`src/common/tmc_pkg.sv`:
```
package tmc_pkg;

  // ----------------------------------------------------------------
  // timing
  // ----------------------------------------------------------------
  localparam int unsigned TMC_CLK_MHZ       = 250;
  localparam int unsigned TMC_START_US      = 1500;
  localparam int unsigned TMC_SAMPLE_US     = 8300;
  localparam int unsigned TMC_AUTO_MIN_US   = 34000;
  localparam int unsigned TMC_READY_MAX_US  = 60000;
  localparam int unsigned TMC_READ_US       = 8000;
  localparam int unsigned TMC_RATE_HZ       = 30;
  localparam int unsigned TMC_CONT_US       = 1000000 / TMC_RATE_HZ;
  localparam int unsigned TMC_START_CYC     = TMC_START_US * TMC_CLK_MHZ;
  localparam int unsigned TMC_SAMPLE_CYC    = TMC_SAMPLE_US * TMC_CLK_MHZ;
  localparam int unsigned TMC_AUTO_MIN_CYC  = TMC_AUTO_MIN_US * TMC_CLK_MHZ;
  localparam int unsigned TMC_READY_MAX_CYC = TMC_READY_MAX_US * TMC_CLK_MHZ;
  localparam int unsigned TMC_READ_CYC      = TMC_READ_US * TMC_CLK_MHZ;
  localparam int unsigned TMC_CONT_CYC      = TMC_CONT_US * TMC_CLK_MHZ;

  // ----------------------------------------------------------------
  // register map
  // ----------------------------------------------------------------
  localparam logic [7:0] TMC_CMD_OFS    = 8'h00;
  localparam logic [7:0] TMC_STATUS_OFS = 8'h04;
  localparam logic [7:0] TMC_CTRL_OFS   = 8'h08;
  localparam logic [7:0] TMC_RESULT_OFS = 8'h0C;
  localparam logic [7:0] TMC_OFFSET_OFS = 8'h10;
  localparam int unsigned TMC_OP_LSB    = 0;
  localparam int unsigned TMC_ARG_LSB   = 8;
  localparam int unsigned TMC_SHIFT_LSB = 4;
  localparam logic [2:0] TMC_SHIFT_RST  = 3'h3;
  localparam logic [4:0] TMC_ADDR_MAX   = 5'h1E;

  // ----------------------------------------------------------------
  // command codes and answers
  // ----------------------------------------------------------------
  localparam logic [3:0] TMC_OP_ENTER_TRIG  = 4'h1;
  localparam logic [3:0] TMC_OP_RETURN_CONT = 4'h2;
  localparam logic [3:0] TMC_OP_TRIGGER     = 4'h3;
  localparam logic [3:0] TMC_OP_FIELD_READ  = 4'h4;
  localparam logic [3:0] TMC_OP_SEND_ON     = 4'h5;
  localparam logic [3:0] TMC_OP_SEND_REQ    = 4'h6;
  localparam logic [3:0] TMC_OP_ADDR_SEL    = 4'h7;
  localparam logic [3:0] TMC_OP_INSPECT     = 4'h8;
  localparam logic [3:0] TMC_OP_ZERO        = 4'h9;
  localparam logic [7:0] TMC_CHAR_CONT      = 8'h43;
  localparam logic [7:0] TMC_CHAR_TRIG      = 8'h56;

  typedef enum logic [1:0] {
    TMC_SEND_DEFAULT,
    TMC_SEND_INTERVAL,
    TMC_SEND_REQUEST
  } tmc_send_e;

endpackage

```
`src/rtl/tmc_trig_ctrl.sv`:
```
// Local design decisions: the address map and the APB interface to the registers.
`timescale 1ns/1ps
module tmc_trig_ctrl
  import tmc_pkg::*;
#(
  parameter int unsigned DATA_W     = 16,
  parameter int unsigned START_CYC  = TMC_START_CYC,
  parameter int unsigned SAMPLE_CYC = TMC_SAMPLE_CYC,
  parameter int unsigned AUTO_CYC   = TMC_AUTO_MIN_CYC,
  parameter int unsigned READY_CYC  = TMC_READY_MAX_CYC,
  parameter int unsigned READ_CYC   = TMC_READ_CYC,
  parameter int unsigned CONT_CYC   = TMC_CONT_CYC
)
(
  input  wire logic              pclk,
  input  wire logic              presetn,
  input  wire logic              psel,
  input  wire logic              penable,
  input  wire logic              pwrite,
  input  wire logic [7:0]        paddr,
  input  wire logic [31:0]       pwdata,
  output logic                   pready,
  output logic                   pslverr,
  output logic [31:0]            prdata,
  input  wire logic [4:0]        unit_address,
  input  wire logic              send_default_switch,
  input  wire logic              key_zero,
  input  wire logic [DATA_W-1:0] adc_data,
  output logic                   sample_gate,
  output logic [DATA_W-1:0]      display_value,
  output logic                   tx_valid,
  output logic                   tx_is_char,
  output logic [DATA_W-1:0]      tx_data
);

  localparam int unsigned CW   = 24;
  localparam int unsigned STEP = (READY_CYC - AUTO_CYC) / 15;

  // ----------------------------------------------------------------
  // parameter checks
  // ----------------------------------------------------------------
  if (DATA_W < 8 || DATA_W > 32) $error("DATA_W must be 8 to 32");
  if (READY_CYC >= (1 << CW) || CONT_CYC >= (1 << CW)) $error("count too wide");
  if (AUTO_CYC > READY_CYC) $error("auto delay exceeds ready time");
  if (START_CYC + SAMPLE_CYC + 1 >= AUTO_CYC) $error("sampling overruns compute");
  if (START_CYC < 1 || SAMPLE_CYC < 1 || READ_CYC < 1) $error("counts must be >= 1");

  typedef enum logic [1:0] {
    TMC_IDLE,
    TMC_WAIT,
    TMC_SAMPLE,
    TMC_COMPUTE
  } tmc_state_e;

  // ----------------------------------------------------------------
  // helpers
  // ----------------------------------------------------------------
  function automatic logic [CW-1:0] tmc_cnt(input int unsigned v);
    tmc_cnt = CW'(v);
  endfunction

  function automatic logic [3:0] tmc_mag(input logic [DATA_W-1:0] v);
    logic [DATA_W-1:0] a;
    a = v[DATA_W-1] ? DATA_W'(-v) : v;
    tmc_mag = a[DATA_W-2 -: 4];
  endfunction

  tmc_state_e          state;
  tmc_send_e           send_mode;
  logic                trig_mode;
  logic                selected;
  logic                filter_en;
  logic [2:0]          filter_shift;
  logic [DATA_W-1:0]   last_raw;
  logic [DATA_W-1:0]   offset;
  logic [DATA_W-1:0]   result;
  logic [DATA_W-1:0]   filt;
  logic [CW-1:0]       trig_cnt;
  logic [CW-1:0]       done_at;
  logic [CW-1:0]       cont_cnt;
  logic [CW-1:0]       read_cnt;
  logic                read_pending;
  logic                rd_err;

  logic                wr_acc;
  logic                cmd_wr;
  logic [3:0]          op;
  logic [4:0]          arg;
  logic                act;
  logic                trig_take;
  logic                zero_req;
  logic                cont_tick;
  logic                meas_done;
  logic                auto_send;
  logic [DATA_W-1:0]   corrected;
  logic [DATA_W-1:0]   next_filt;
  logic                map_hit;
  logic [31:0]         rd_mux;

  // ----------------------------------------------------------------
  // command decode
  // ----------------------------------------------------------------
  assign wr_acc    = psel & penable & pwrite;
  assign cmd_wr    = wr_acc & (paddr == TMC_CMD_OFS);
  assign op        = pwdata[TMC_OP_LSB +: 4];
  assign arg       = pwdata[TMC_ARG_LSB +: 5];
  assign act       = cmd_wr & selected;
  assign trig_take = cmd_wr & (op == TMC_OP_TRIGGER) & trig_mode
                     & (state == TMC_IDLE);
  assign zero_req  = key_zero | (act & (op == TMC_OP_ZERO));

  assign auto_send = (send_mode == TMC_SEND_INTERVAL)
                     | ((send_mode == TMC_SEND_DEFAULT) & send_default_switch
                        & (unit_address == 5'h00));

  // ----------------------------------------------------------------
  // mode, selection, send mode and filter control
  // ----------------------------------------------------------------
  always_ff @(posedge pclk or negedge presetn)
  begin
    if (!presetn)
      trig_mode <= 1'b0;
    else if (act && op == TMC_OP_ENTER_TRIG)
      trig_mode <= 1'b1;
    else if (act && op == TMC_OP_RETURN_CONT)
      trig_mode <= 1'b0;
  end

  always_ff @(posedge pclk or negedge presetn)
  begin
    if (!presetn)
      selected <= 1'b1;
    else if (cmd_wr && op == TMC_OP_ADDR_SEL)
      selected <= (arg <= TMC_ADDR_MAX) && (arg == unit_address);
  end

  always_ff @(posedge pclk or negedge presetn)
  begin
    if (!presetn)
      send_mode <= TMC_SEND_DEFAULT;
    else if (act && op == TMC_OP_SEND_ON)
      send_mode <= TMC_SEND_INTERVAL;
    else if (act && op == TMC_OP_SEND_REQ)
      send_mode <= TMC_SEND_REQUEST;
  end

  always_ff @(posedge pclk or negedge presetn)
  begin
    if (!presetn)
    begin
      filter_en    <= 1'b0;
      filter_shift <= TMC_SHIFT_RST;
    end
    else if (wr_acc && paddr == TMC_CTRL_OFS)
    begin
      filter_en    <= pwdata[0];
      filter_shift <= pwdata[TMC_SHIFT_LSB +: 3];
    end
  end

  // ----------------------------------------------------------------
  // continuous sampling tick
  // ----------------------------------------------------------------
  assign cont_tick = !trig_mode && (cont_cnt == tmc_cnt(CONT_CYC - 1));

  always_ff @(posedge pclk or negedge presetn)
  begin
    if (!presetn)
      cont_cnt <= '0;
    else if (trig_mode || cont_tick)
      cont_cnt <= '0;
    else
      cont_cnt <= cont_cnt + 1'b1;
  end

  // ----------------------------------------------------------------
  // triggered measurement sequence
  // ----------------------------------------------------------------
  assign meas_done = (state == TMC_COMPUTE) && (trig_cnt == done_at);

  always_ff @(posedge pclk or negedge presetn)
  begin
    if (!presetn)
      state <= TMC_IDLE;
    else
      case (state)
        TMC_IDLE:
          if (trig_take)
            state <= TMC_WAIT;
        TMC_WAIT:
          if (trig_cnt == tmc_cnt(START_CYC - 1))
            state <= TMC_SAMPLE;
        TMC_SAMPLE:
          if (trig_cnt == tmc_cnt(START_CYC + SAMPLE_CYC - 1))
            state <= TMC_COMPUTE;
        TMC_COMPUTE:
          if (meas_done)
            state <= TMC_IDLE;
        default:
          state <= TMC_IDLE;
      endcase
  end

  always_ff @(posedge pclk or negedge presetn)
  begin
    if (!presetn)
      trig_cnt <= '0;
    else if (state == TMC_IDLE)
      trig_cnt <= '0;
    else
      trig_cnt <= trig_cnt + 1'b1;
  end

  // ready time grows with field magnitude, capped at the latest ready time
  always_ff @(posedge pclk or negedge presetn)
  begin
    if (!presetn)
      done_at <= '0;
    else if (state == TMC_SAMPLE && trig_cnt == tmc_cnt(START_CYC + SAMPLE_CYC - 1))
      done_at <= tmc_cnt(AUTO_CYC - 1) + CW'(tmc_mag(adc_data) * STEP);
  end

  always_ff @(posedge pclk or negedge presetn)
  begin
    if (!presetn)
      sample_gate <= 1'b0;
    else
      sample_gate <= (state == TMC_WAIT && trig_cnt == tmc_cnt(START_CYC - 1))
                     || (state == TMC_SAMPLE
                         && trig_cnt != tmc_cnt(START_CYC + SAMPLE_CYC - 1))
                     || cont_tick;
  end

  // ----------------------------------------------------------------
  // measurement, zero and filter
  // ----------------------------------------------------------------
  always_ff @(posedge pclk or negedge presetn)
  begin
    if (!presetn)
      last_raw <= '0;
    else if (cont_tick ||
             (state == TMC_SAMPLE && trig_cnt == tmc_cnt(START_CYC + SAMPLE_CYC - 1)))
      last_raw <= adc_data;
  end

  always_ff @(posedge pclk or negedge presetn)
  begin
    if (!presetn)
      offset <= '0;
    else if (zero_req)
      offset <= last_raw;
  end

  assign corrected = cont_tick ? adc_data - offset : last_raw - offset;
  assign next_filt = filt + DATA_W'($signed(corrected - filt) >>> filter_shift);

  always_ff @(posedge pclk or negedge presetn)
  begin
    if (!presetn)
    begin
      filt   <= '0;
      result <= '0;
    end
    else if (meas_done || cont_tick)
    begin
      filt   <= next_filt;
      result <= filter_en ? next_filt : corrected;
    end
  end

  always_ff @(posedge pclk or negedge presetn)
  begin
    if (!presetn)
      display_value <= '0;
    else if (meas_done || cont_tick)
      display_value <= filter_en ? next_filt : corrected;
  end

  // ----------------------------------------------------------------
  // field read delay
  // ----------------------------------------------------------------
  always_ff @(posedge pclk or negedge presetn)
  begin
    if (!presetn)
    begin
      read_pending <= 1'b0;
      read_cnt     <= '0;
    end
    else if (act && op == TMC_OP_FIELD_READ)
    begin
      read_pending <= 1'b1;
      read_cnt     <= '0;
    end
    else if (read_pending)
    begin
      read_cnt <= read_cnt + 1'b1;
      if (read_cnt == tmc_cnt(READ_CYC - 1))
        read_pending <= 1'b0;
    end
  end

  // ----------------------------------------------------------------
  // transmit port
  // ----------------------------------------------------------------
  always_ff @(posedge pclk or negedge presetn)
  begin
    if (!presetn)
    begin
      tx_valid   <= 1'b0;
      tx_is_char <= 1'b0;
      tx_data    <= '0;
    end
    else if (act && op == TMC_OP_INSPECT)
    begin
      tx_valid   <= 1'b1;
      tx_is_char <= 1'b1;
      tx_data    <= DATA_W'(trig_mode ? TMC_CHAR_TRIG : TMC_CHAR_CONT);
    end
    else if (read_pending && read_cnt == tmc_cnt(READ_CYC - 1))
    begin
      tx_valid   <= 1'b1;
      tx_is_char <= 1'b0;
      tx_data    <= (meas_done || cont_tick) ? (filter_en ? next_filt : corrected)
                                             : result;
    end
    else if (meas_done && auto_send)
    begin
      tx_valid   <= 1'b1;
      tx_is_char <= 1'b0;
      tx_data    <= filter_en ? next_filt : corrected;
    end
    else
      tx_valid <= 1'b0;
  end

  // ----------------------------------------------------------------
  // apb slave
  // ----------------------------------------------------------------
  assign map_hit = (paddr == TMC_CMD_OFS) || (paddr == TMC_STATUS_OFS)
                   || (paddr == TMC_CTRL_OFS) || (paddr == TMC_RESULT_OFS)
                   || (paddr == TMC_OFFSET_OFS);

  always_comb
  begin
    rd_mux = '0;
    case (paddr)
      TMC_STATUS_OFS:
        rd_mux = {26'h0, filter_en, read_pending, auto_send, selected,
                  (state != TMC_IDLE), trig_mode};
      TMC_CTRL_OFS:
        rd_mux = {25'h0, filter_shift, 3'h0, filter_en};
      TMC_RESULT_OFS:
        rd_mux = 32'($signed(result));
      TMC_OFFSET_OFS:
        rd_mux = 32'($signed(offset));
      default:
        rd_mux = '0;
    endcase
  end

  always_ff @(posedge pclk or negedge presetn)
  begin
    if (!presetn)
    begin
      prdata <= '0;
      rd_err <= 1'b0;
    end
    else if (psel && !penable)
    begin
      prdata <= pwrite ? 32'h0 : rd_mux;
      rd_err <= !map_hit;
    end
  end

  assign pready  = psel & penable;
  assign pslverr = psel & penable & rd_err;

endmodule // tmc_trig_ctrl

```
`config.mk`:
```
export PLATFORM = sky130hd
export DESIGN_NAME = tmc_trig_ctrl
export DESIGN_NICKNAME = d
export VERILOG_FILES = /design/src/common/tmc_pkg.sv /design/src/rtl/tmc_trig_ctrl.sv
export SDC_FILE = /design/constraint.sdc
export NUM_CORES = 1
export LEC_CHECK = 0
export ABC_AREA = 0
export BUFFER_PORTS_ARGS = -buffer_cell sky130_fd_sc_hd__buf_2
export CAP_MARGIN = 25
export CORE_MARGIN = 2
export CORE_UTILIZATION = 61
export CTS_BUF_LIST = sky130_fd_sc_hd__clkbuf_8 sky130_fd_sc_hd__clkbuf_16
export DETAILED_ROUTE_END_ITERATION = 10
export GPL_TIMING_DRIVEN = 0
export PLACE_DENSITY = 0.82
export SLEW_MARGIN = 15
export SYNTH_ARGS = -nofsm -noshare
export SYNTH_HDL_FRONTEND = slang
export SYNTH_SLANG_ARGS = --single-unit
```
`constraint.sdc`:
```
create_clock -name pclk -period 8.6 [get_ports pclk]
set_input_delay 0.86 -clock pclk [delete_from_list [all_inputs] [get_ports pclk]]
set_output_delay 0.86 -clock pclk [all_outputs]
set_load 0.05 [all_outputs]
```
==> flow_metrics.env, run 1 <==
export IMPL_worstSkewPairLatency_ps=530
export IMPL_cts_root_to_sink_buffers=3
export IMPL_fin_crit_ps=8200
export IMPL_critical_path_peak_fanout=7
export IMPL_synth_top_cells_by_count="sky130_fd_sc_hd__dfrtp_1 (220), sky130_fd_sc_hd__nor2_1 (194), sky130_fd_sc_hd__nand2_1 (160), sky130_fd_sc_hd__ha_1 (109), sky130_fd_sc_hd__o21ai_0 (104)"
export IMPL_final_antenna_net_count=0
export IMPL_synth_avg_cell_area_sq_um=9.18
export IMPL_wl_mm=40.1
export IMPL_synth_flop_cell="sky130_fd_sc_hd__dfrtp_1"
export IMPL_floorplan_die_height_um=161
export IMPL_unrepaired_setup_endpoints_after_global_routing="no"
export IMPL_yosysUniqueCellTypes=75
export IMPL_reg2reg_depth=33
export IMPL_mappedNetlistArea_sq_um=14900
export IMPL_critPathMostFrequentCell="sky130_fd_sc_hd__ha_1"
export IMPL_max_slew_margin_pct=43.3
export IMPL_mappedNetlistNets=1816
export IMPL_fp_coreArea_sq_um=24200
export IMPL_critical_path_slowest_cell="sky130_fd_sc_hd__a2111o_1"
export IMPL_worst_path_class_setup="flip-flop to flip-flop"
export IMPL_cp_start_kind="flip-flop"
export IMPL_fraction_of_the_yosys_area_taken_by_sequential_cells_pct=37.4
export IMPL_ys_seq_elements=223
export IMPL_total_leakage_power_nw=8.09
export IMPL_category_of_the_worst_setup_path_capture_point="flip-flop"
export IMPL_syn_inst=1628
export IMPL_fmaxAchievable_mhz=122
export IMPL_highest_cell_delay_on_the_worst_timing_path_ps=450
export IMPL_floorplan_initialDensity_pct=61.8
export IMPL_dr_total_vias=12862
export IMPL_synthDominantCellAreaShare_pct=36.8
export IMPL_grt_start_max_net_pins=103
export IMPL_cp_data_arrival_time_ps=8610
export IMPL_holdWs_ps=184
export IMPL_power_mw=2.74
export IMPL_via_per_instance_ratio=6.04
export IMPL_io_buffers=115
export IMPL_layout_worst_path_cycle_share_pct=95.4
export IMPL_synth_async_reset_ratio_pct=100
export IMPL_synth_enable_flop_cells=0
export IMPL_setup_total_negative_slack_ps=0
export IMPL_antenna_found_initial=5
export IMPL_gr_total_overflow=0
export IMPL_post_synth_main_area_contributors="sky130_fd_sc_hd__dfrtp_1 (37%), sky130_fd_sc_hd__ha_1 (9.1%), sky130_fd_sc_hd__mux2_2 (5.7%), sky130_fd_sc_hd__nor2_1 (4.9%), sky130_fd_sc_hd__xor2_1 (4.7%)"
export IMPL_areaGrowthSynthToFinish_pct=13.9
export IMPL_num_nets_final=1974
export IMPL_cp_num_buf_inv=2
export IMPL_hold_viol_final=0
export IMPL_worstMarginPinSlew_ps=846
export IMPL_setup_viol=0
export IMPL_width_of_the_die_um=161
export IMPL_layout_filler_cells=1794
export IMPL_detailedPlacementHpwl_mm=30.4
export IMPL_boundaryPins=137
export IMPL_tritoncts_num_buffers=26
export IMPL_synth_area_leader_cell="sky130_fd_sc_hd__dfrtp_1"
export IMPL_placedInstanceArea_sq_um=16000
export IMPL_post_route_standard_cell_area_excluding_fillers_sq_um=17000
export IMPL_drcViolationCount=0
export IMPL_max_cap_viol_count=0
export IMPL_cp_required_ps=9010
export IMPL_firstDrtPassIters=8
export IMPL_drt_wirelength_per_cell_um=18.8
export IMPL_synth_warning_count=0
export IMPL_result_of_the_run="finished clean"
export IMPL_grt_pass1_vias=12588
export IMPL_worst_r2r_startpoint="cont_cnt[1]"
export IMPL_min_path_type="input port to asynchronous set/reset pin"
export IMPL_power_ir_vdd_worst_mv=0.185
export IMPL_post_cts_hold_buffer_count=0
export IMPL_report_final_slew_viol_count=0
export IMPL_clock_sinks=223
export IMPL_detailedRoute_firstIterationViolations=1102
export IMPL_drive_gt1_share_pct=16.5
export IMPL_worst_r2r_endpoint="display_value[15]"
export IMPL_gr_usage_all_layers_pct=30.8
export IMPL_worst_path_dominant_cell_family="compound AO/OA/AOI/OAI gates"
export IMPL_floorplan_rows=57
export IMPL_htreeDepth=1
export IMPL_gp_congestion=0.948
export IMPL_grt_first_pass_wirelength_mm=64.2
export IMPL_power_per_cell_area_nw_per_um2=161
export IMPL_clock_skew_final_ps=16.3
export IMPL_worst_setup_hold_path_clk_slew_ps=60
export IMPL_root_buffer="sky130_fd_sc_hd__clkbuf_16"
export IMPL_cell_with_the_most_instances_after_synthesis="sky130_fd_sc_hd__dfrtp_1"
export IMPL_rrSetupSlack_ps=400
export IMPL_fp_dieArea_sq_um=25800
export IMPL_clock_tree_from_tritoncts="yes"
metrics by stage:
stage | util (%) | setup WS [ps] | instances
floorplan | - | 813 | 1628
global placement | 65.9 | -519 | 2067
detailed placement | 66.3 | -675 | 2073
CTS | 69.8 | 55.9 | 2120
global route | 70.4 | 56.2 | 2130
finish | 70.4 | 398 | 2131
worst register-to-register path, delay by kind of cell, from the launching register on:
family / cells / cell delay (ps)
AO/OA/AOI/OAI: 15 / 3350
XOR/XNOR: 4 / 960
adder cells (fa/ha/maj): 4 / 1220
buffers and inverters: 2 / 260
flip-flops: 1 / 410
multiplexers: 4 / 1060
AND/OR/NAND/NOR: 4 / 840
area by class of cell:
type / instances / area, sq um / area share [%]
plain buffers: 73 / 347 / 2.04
inverters: 77 / 289 / 1.70
clock inverters: 18 / 141 / 0.830
repair buffers: 132 / 744 / 4.37
clock buffers: 29 / 703 / 4.13
well taps: 324 / 405 / 2.38
diodes: 2 / 5.00 / 0.0294
multi-input cells: 1253 / 8810 / 51.7
flip-flops and latches: 223 / 5580 / 32.8
per-layer routing:
layer	track usage [%]	wire length, um	up-vias
met4	12.4	1770	6
met1	40.1	16300	6267
li1	-	-	6021
met3	4.65	2740	105
met5	0	43	-
met2	52.0	19300	463
power by group:
group / total (mW) / switching (mW) / internal [mW] / leakage [nW]
logic: 0.570 / 0.346 / 0.223 / 4.83
clock network: 1.09 / 0.449 / 0.644 / 0.438
registers: 1.08 / 0.0138 / 1.06 / 2.82
total: 2.74 / 0.809 / 1.93 / 8.09
placed cells by master (no fill, tap or decap), types with 13 or more instances in the layout:
cell	netlist	layout
sky130_fd_sc_hd__clkbuf_1	50	47
sky130_fd_sc_hd__a21o_1	21	21
sky130_fd_sc_hd__nor4_1	14	13
sky130_fd_sc_hd__nor3_1	24	24
sky130_fd_sc_hd__ha_1	109	107
sky130_fd_sc_hd__mux2_2	76	76
sky130_fd_sc_hd__and3_1	16	16
sky130_fd_sc_hd__mux2i_1	24	24
sky130_fd_sc_hd__buf_4	16	25
sky130_fd_sc_hd__inv_1	77	85
sky130_fd_sc_hd__nand3_1	36	36
sky130_fd_sc_hd__xnor2_1	68	66
sky130_fd_sc_hd__nand2_1	160	160
sky130_fd_sc_hd__nor2_1	194	194
sky130_fd_sc_hd__o21ai_0	104	104
sky130_fd_sc_hd__nand4_1	26	26
sky130_fd_sc_hd__buf_2	4	123
sky130_fd_sc_hd__or3_1	13	13
sky130_fd_sc_hd__xor2_1	80	79
sky130_fd_sc_hd__clkbuf_16	0	27
sky130_fd_sc_hd__dfrtp_1	220	220
sky130_fd_sc_hd__a21oi_1	81	81
state kept, by name (all words and copies together), names as in the netlist, 2 cells and up:
register and cells:
cont_cnt 24, display_value 16, done_at 24, filt 16, filter_shift 3, last_raw 16, offset 16, prdata 16
read_cnt 24, result 16, send_mode 2, state 2, trig_cnt 24, tx_data 16
cell families after synthesis:
logic type               Yosys count  synth area share, %
AO/OA/AOI/OAI                    317                 13.1
XOR/XNOR                         149                 8.82
adder cells (fa/ha/maj)          120                 10.6
buffers and inverters            152                 4.25
flip-flops                       223                 37.4
multiplexers                     103                 7.78
AND/OR/NAND/NOR                  564                 18.1
worst max path at each step:
stage	startpoint	slack, ps	to	cells after the start
final	cont_cnt[1]	400	display_value[15]	33
after global routing	cont_cnt[1]	60	display_value[15]	33
after CTS	cont_cnt[1]	60	display_value[15]	36
after detailed placement	cont_cnt[1]	-680	display_value[15]	37
after global placement	cont_cnt[1]	-520	display_value[15]	37
after floorplan	cont_cnt[1]	810	display_value[15]	37
timing repair:
item,in CTS,in global routing
setup buffers,1,7
setup endpoints to repair,9,7
pin swaps,1,5
gates resized for setup,3,16
No activity file was read; power rests on OpenSTA's default activity.
==> run 2, diff against run 1 <==
--- a/config.mk
+++ b/config.mk
@@ -9,11 +9,11 @@
 export BUFFER_PORTS_ARGS = -buffer_cell sky130_fd_sc_hd__buf_2
 export CAP_MARGIN = 25
 export CORE_MARGIN = 2
-export CORE_UTILIZATION = 61
+export CORE_UTILIZATION = 50
 export CTS_BUF_LIST = sky130_fd_sc_hd__clkbuf_8 sky130_fd_sc_hd__clkbuf_16
 export DETAILED_ROUTE_END_ITERATION = 10
 export GPL_TIMING_DRIVEN = 0
-export PLACE_DENSITY = 0.82
+export PLACE_DENSITY = 0.69
 export SLEW_MARGIN = 15
 export SYNTH_ARGS = -nofsm -noshare
 export SYNTH_HDL_FRONTEND = slang
==> run 2 against run 1 <==
Sequential cell count is the same. Maximum frequency rose by 0.51%. Cell count up 3.0%. Clock power up 6%. Register-to-register slack gained 40 ps. Setup slack gained 42 ps. Critical path type unchanged. Largest power group unchanged.
==> flow_metrics.env, run 2 (synthesis results as in run 1) <==
export IMPL_worst_setup_hold_path_clk_slew_ps=60
export IMPL_drt_wirelength_per_cell_um=18.0
export IMPL_drcViolationCount=0
export IMPL_final_critical_path_setup_slack_ps=440
export IMPL_via_per_instance_ratio=5.68
export IMPL_drive_gt1_share_pct=17.1
export IMPL_floorplan_initialDensity_pct=50.6
export IMPL_grt_first_pass_wirelength_mm=63.0
export IMPL_worstMarginPinSlew_ps=1020
export IMPL_layoutNonFillerInstCount=2195
export IMPL_cts_root_to_sink_buffers=3
export IMPL_fp_dieArea_sq_um=31300
export IMPL_highest_cell_delay_on_the_worst_timing_path_ps=420
export IMPL_holdWs_ps=205
export IMPL_tritoncts_num_buffers=25
export IMPL_setup_total_negative_slack_ps=0
export IMPL_worst_r2r_endpoint="result[15]"
export IMPL_max_cap_viol_count=0
export IMPL_critPathMostFrequentCell="sky130_fd_sc_hd__ha_1"
export IMPL_max_slew_margin_pct=31.3
export IMPL_fmaxAchievable_mhz=123
export IMPL_mostFrequentLayoutCell="sky130_fd_sc_hd__dfrtp_1"
export IMPL_gr_usage_all_layers_pct=25.2
export IMPL_io_buffers=115
export IMPL_power_per_cell_area_nw_per_um2=161
export IMPL_grt_pass1_vias=12091
export IMPL_grt_start_max_net_pins=100
export IMPL_floorplan_die_height_um=177
export IMPL_fp_coreArea_sq_um=29600
export IMPL_antenna_cells=0
export IMPL_cp_required_ps=9030
export IMPL_gr_total_overflow=0
export IMPL_clock_tree_from_tritoncts="yes"
export IMPL_final_antenna_net_count=0
export IMPL_clock_skew_final_ps=36.7
export IMPL_post_cts_hold_buffer_count=0
export IMPL_min_path_type="input port to asynchronous set/reset pin"
export IMPL_clock_sinks=223
export IMPL_layout_worst_path_cycle_share_pct=94.9
export IMPL_hold_viol_final=0
export IMPL_htreeDepth=1
export IMPL_result_of_the_run="finished clean"
export IMPL_cp_start_kind="flip-flop"
export IMPL_fin_crit_ps=8160
export IMPL_report_final_slew_viol_count=0
export IMPL_root_buffer="sky130_fd_sc_hd__clkbuf_16"
export IMPL_final_cell_mix="sky130_fd_sc_hd__dfrtp_1 (220), sky130_fd_sc_hd__nor2_1 (193), sky130_fd_sc_hd__nand2_1 (160)"
export IMPL_width_of_the_die_um=177
export IMPL_category_of_the_worst_setup_path_capture_point="flip-flop"
export IMPL_worstSkewPairLatency_ps=540
export IMPL_detailedRoute_firstIterationViolations=983
export IMPL_placedCellCount=2138
export IMPL_reg2reg_depth=34
export IMPL_rrSetupSlack_ps=440
export IMPL_firstDrtPassIters=5
export IMPL_worst_r2r_startpoint="cont_cnt[1]"
export IMPL_wl_mm=39.4
export IMPL_floorplan_rows=63
export IMPL_boundaryPins=137
export IMPL_num_nets_final=1974
export IMPL_power_ir_vdd_worst_mv=0.163
export IMPL_dpl_worst_slack_ps=-717
export IMPL_critical_path_slowest_cell="sky130_fd_sc_hd__a311o_1"
export IMPL_dr_total_vias=12462
export IMPL_setup_viol=0
export IMPL_power_mw=2.77
export IMPL_antenna_found_initial=5
export IMPL_cp_data_arrival_time_ps=8590
export IMPL_detailedPlacementHpwl_mm=30.3
export IMPL_areaGrowthSynthToFinish_pct=15.0
export IMPL_worst_path_class_setup="flip-flop to flip-flop"
export IMPL_critical_path_peak_fanout=7
export IMPL_total_leakage_power_nw=8.14
export IMPL_gp_congestion=0.893
[run 2: changes by cell type in the layout (fill, tap and decap cells not counted), moves of 3 or more]
cell | before | now
sky130_fd_sc_hd__xnor2_1 | 66 | 63
sky130_fd_sc_hd__clkinv_2 | 4 | 7
sky130_fd_sc_hd__clkinvlp_4 | 3 | 0
sky130_fd_sc_hd__clkbuf_8 | 2 | 7
sky130_fd_sc_hd__xnor2_2 | 2 | 5
sky130_fd_sc_hd__inv_1 | 85 | 79
[run 2: how the worst max path moves through the flow]
stage / slack [ps] / from / to / depth (start not counted)
final: 440 / cont_cnt[1] / result[15] / 34
after global routing: -8 / cont_cnt[1] / result[15] / 36
after CTS: 20 / cont_cnt[1] / result[15] / 35
after global placement: -700 / cont_cnt[1] / display_value[15] / 37
after floorplan: 810 / cont_cnt[1] / display_value[15] / 37
after detailed placement: -720 / cont_cnt[1] / display_value[15] / 37
[run 2: worst max-delay path: cells and delay by family (launching register included)]
family	cells	cell delay [ps]
compound gates	12	3000
xor+xnor	4	890
fa+ha+maj	5	1370
buf+inv	4	460
flops	1	400
mux	4	960
simple gates	5	970
[run 2: power by group]
| group | internal (mW) | switching [mW] | total [mW] |
|---|---|---|---|
| combinational | 0.222 | 0.325 | 0.547 |
| sequential | 1.06 | 0.0133 | 1.08 |
| clock | 0.709 | 0.440 | 1.15 |
| total | 2.00 | 0.778 | 2.77 |
[run 2: layout make-up]
cell class	count	area (sq um)
clock inverter	14	171
tap	390	488
fill	2596	12400
sequential	223	5580
multi-input combinational	1253	8850
clock buffer	32	722
buffer	74	350
inverter	77	289
timing repair buffer	132	747
[run 2: through the flow]
stage | area [sq um] | util (%)
6_report | 17200 | 58.2
5_1_grt | 17200 | 58.2
4_1_cts | 17000 | 57.6
3_5_place_dp | 16100 | 54.5
3_3_place_gp | 16000 | 54.2
2_1_floorplan | 14900 | -
[run 2: repair_timing]
item | in CTS | in global routing
gates resized for setup | 6 | 18
pin swaps | 1 | 7
setup endpoints to repair | 6 | 6
setup buffers | 1 | 9
[run 2: metal layers]
layer  track usage, %  share of wire [%]  up-vias
li1                 -                  -     6017
met1             33.8                 43     6041
met2             42.5                 48      325
met3             4.12                6.0       69
met4             6.40                2.7       10
met5                0               0.15        -
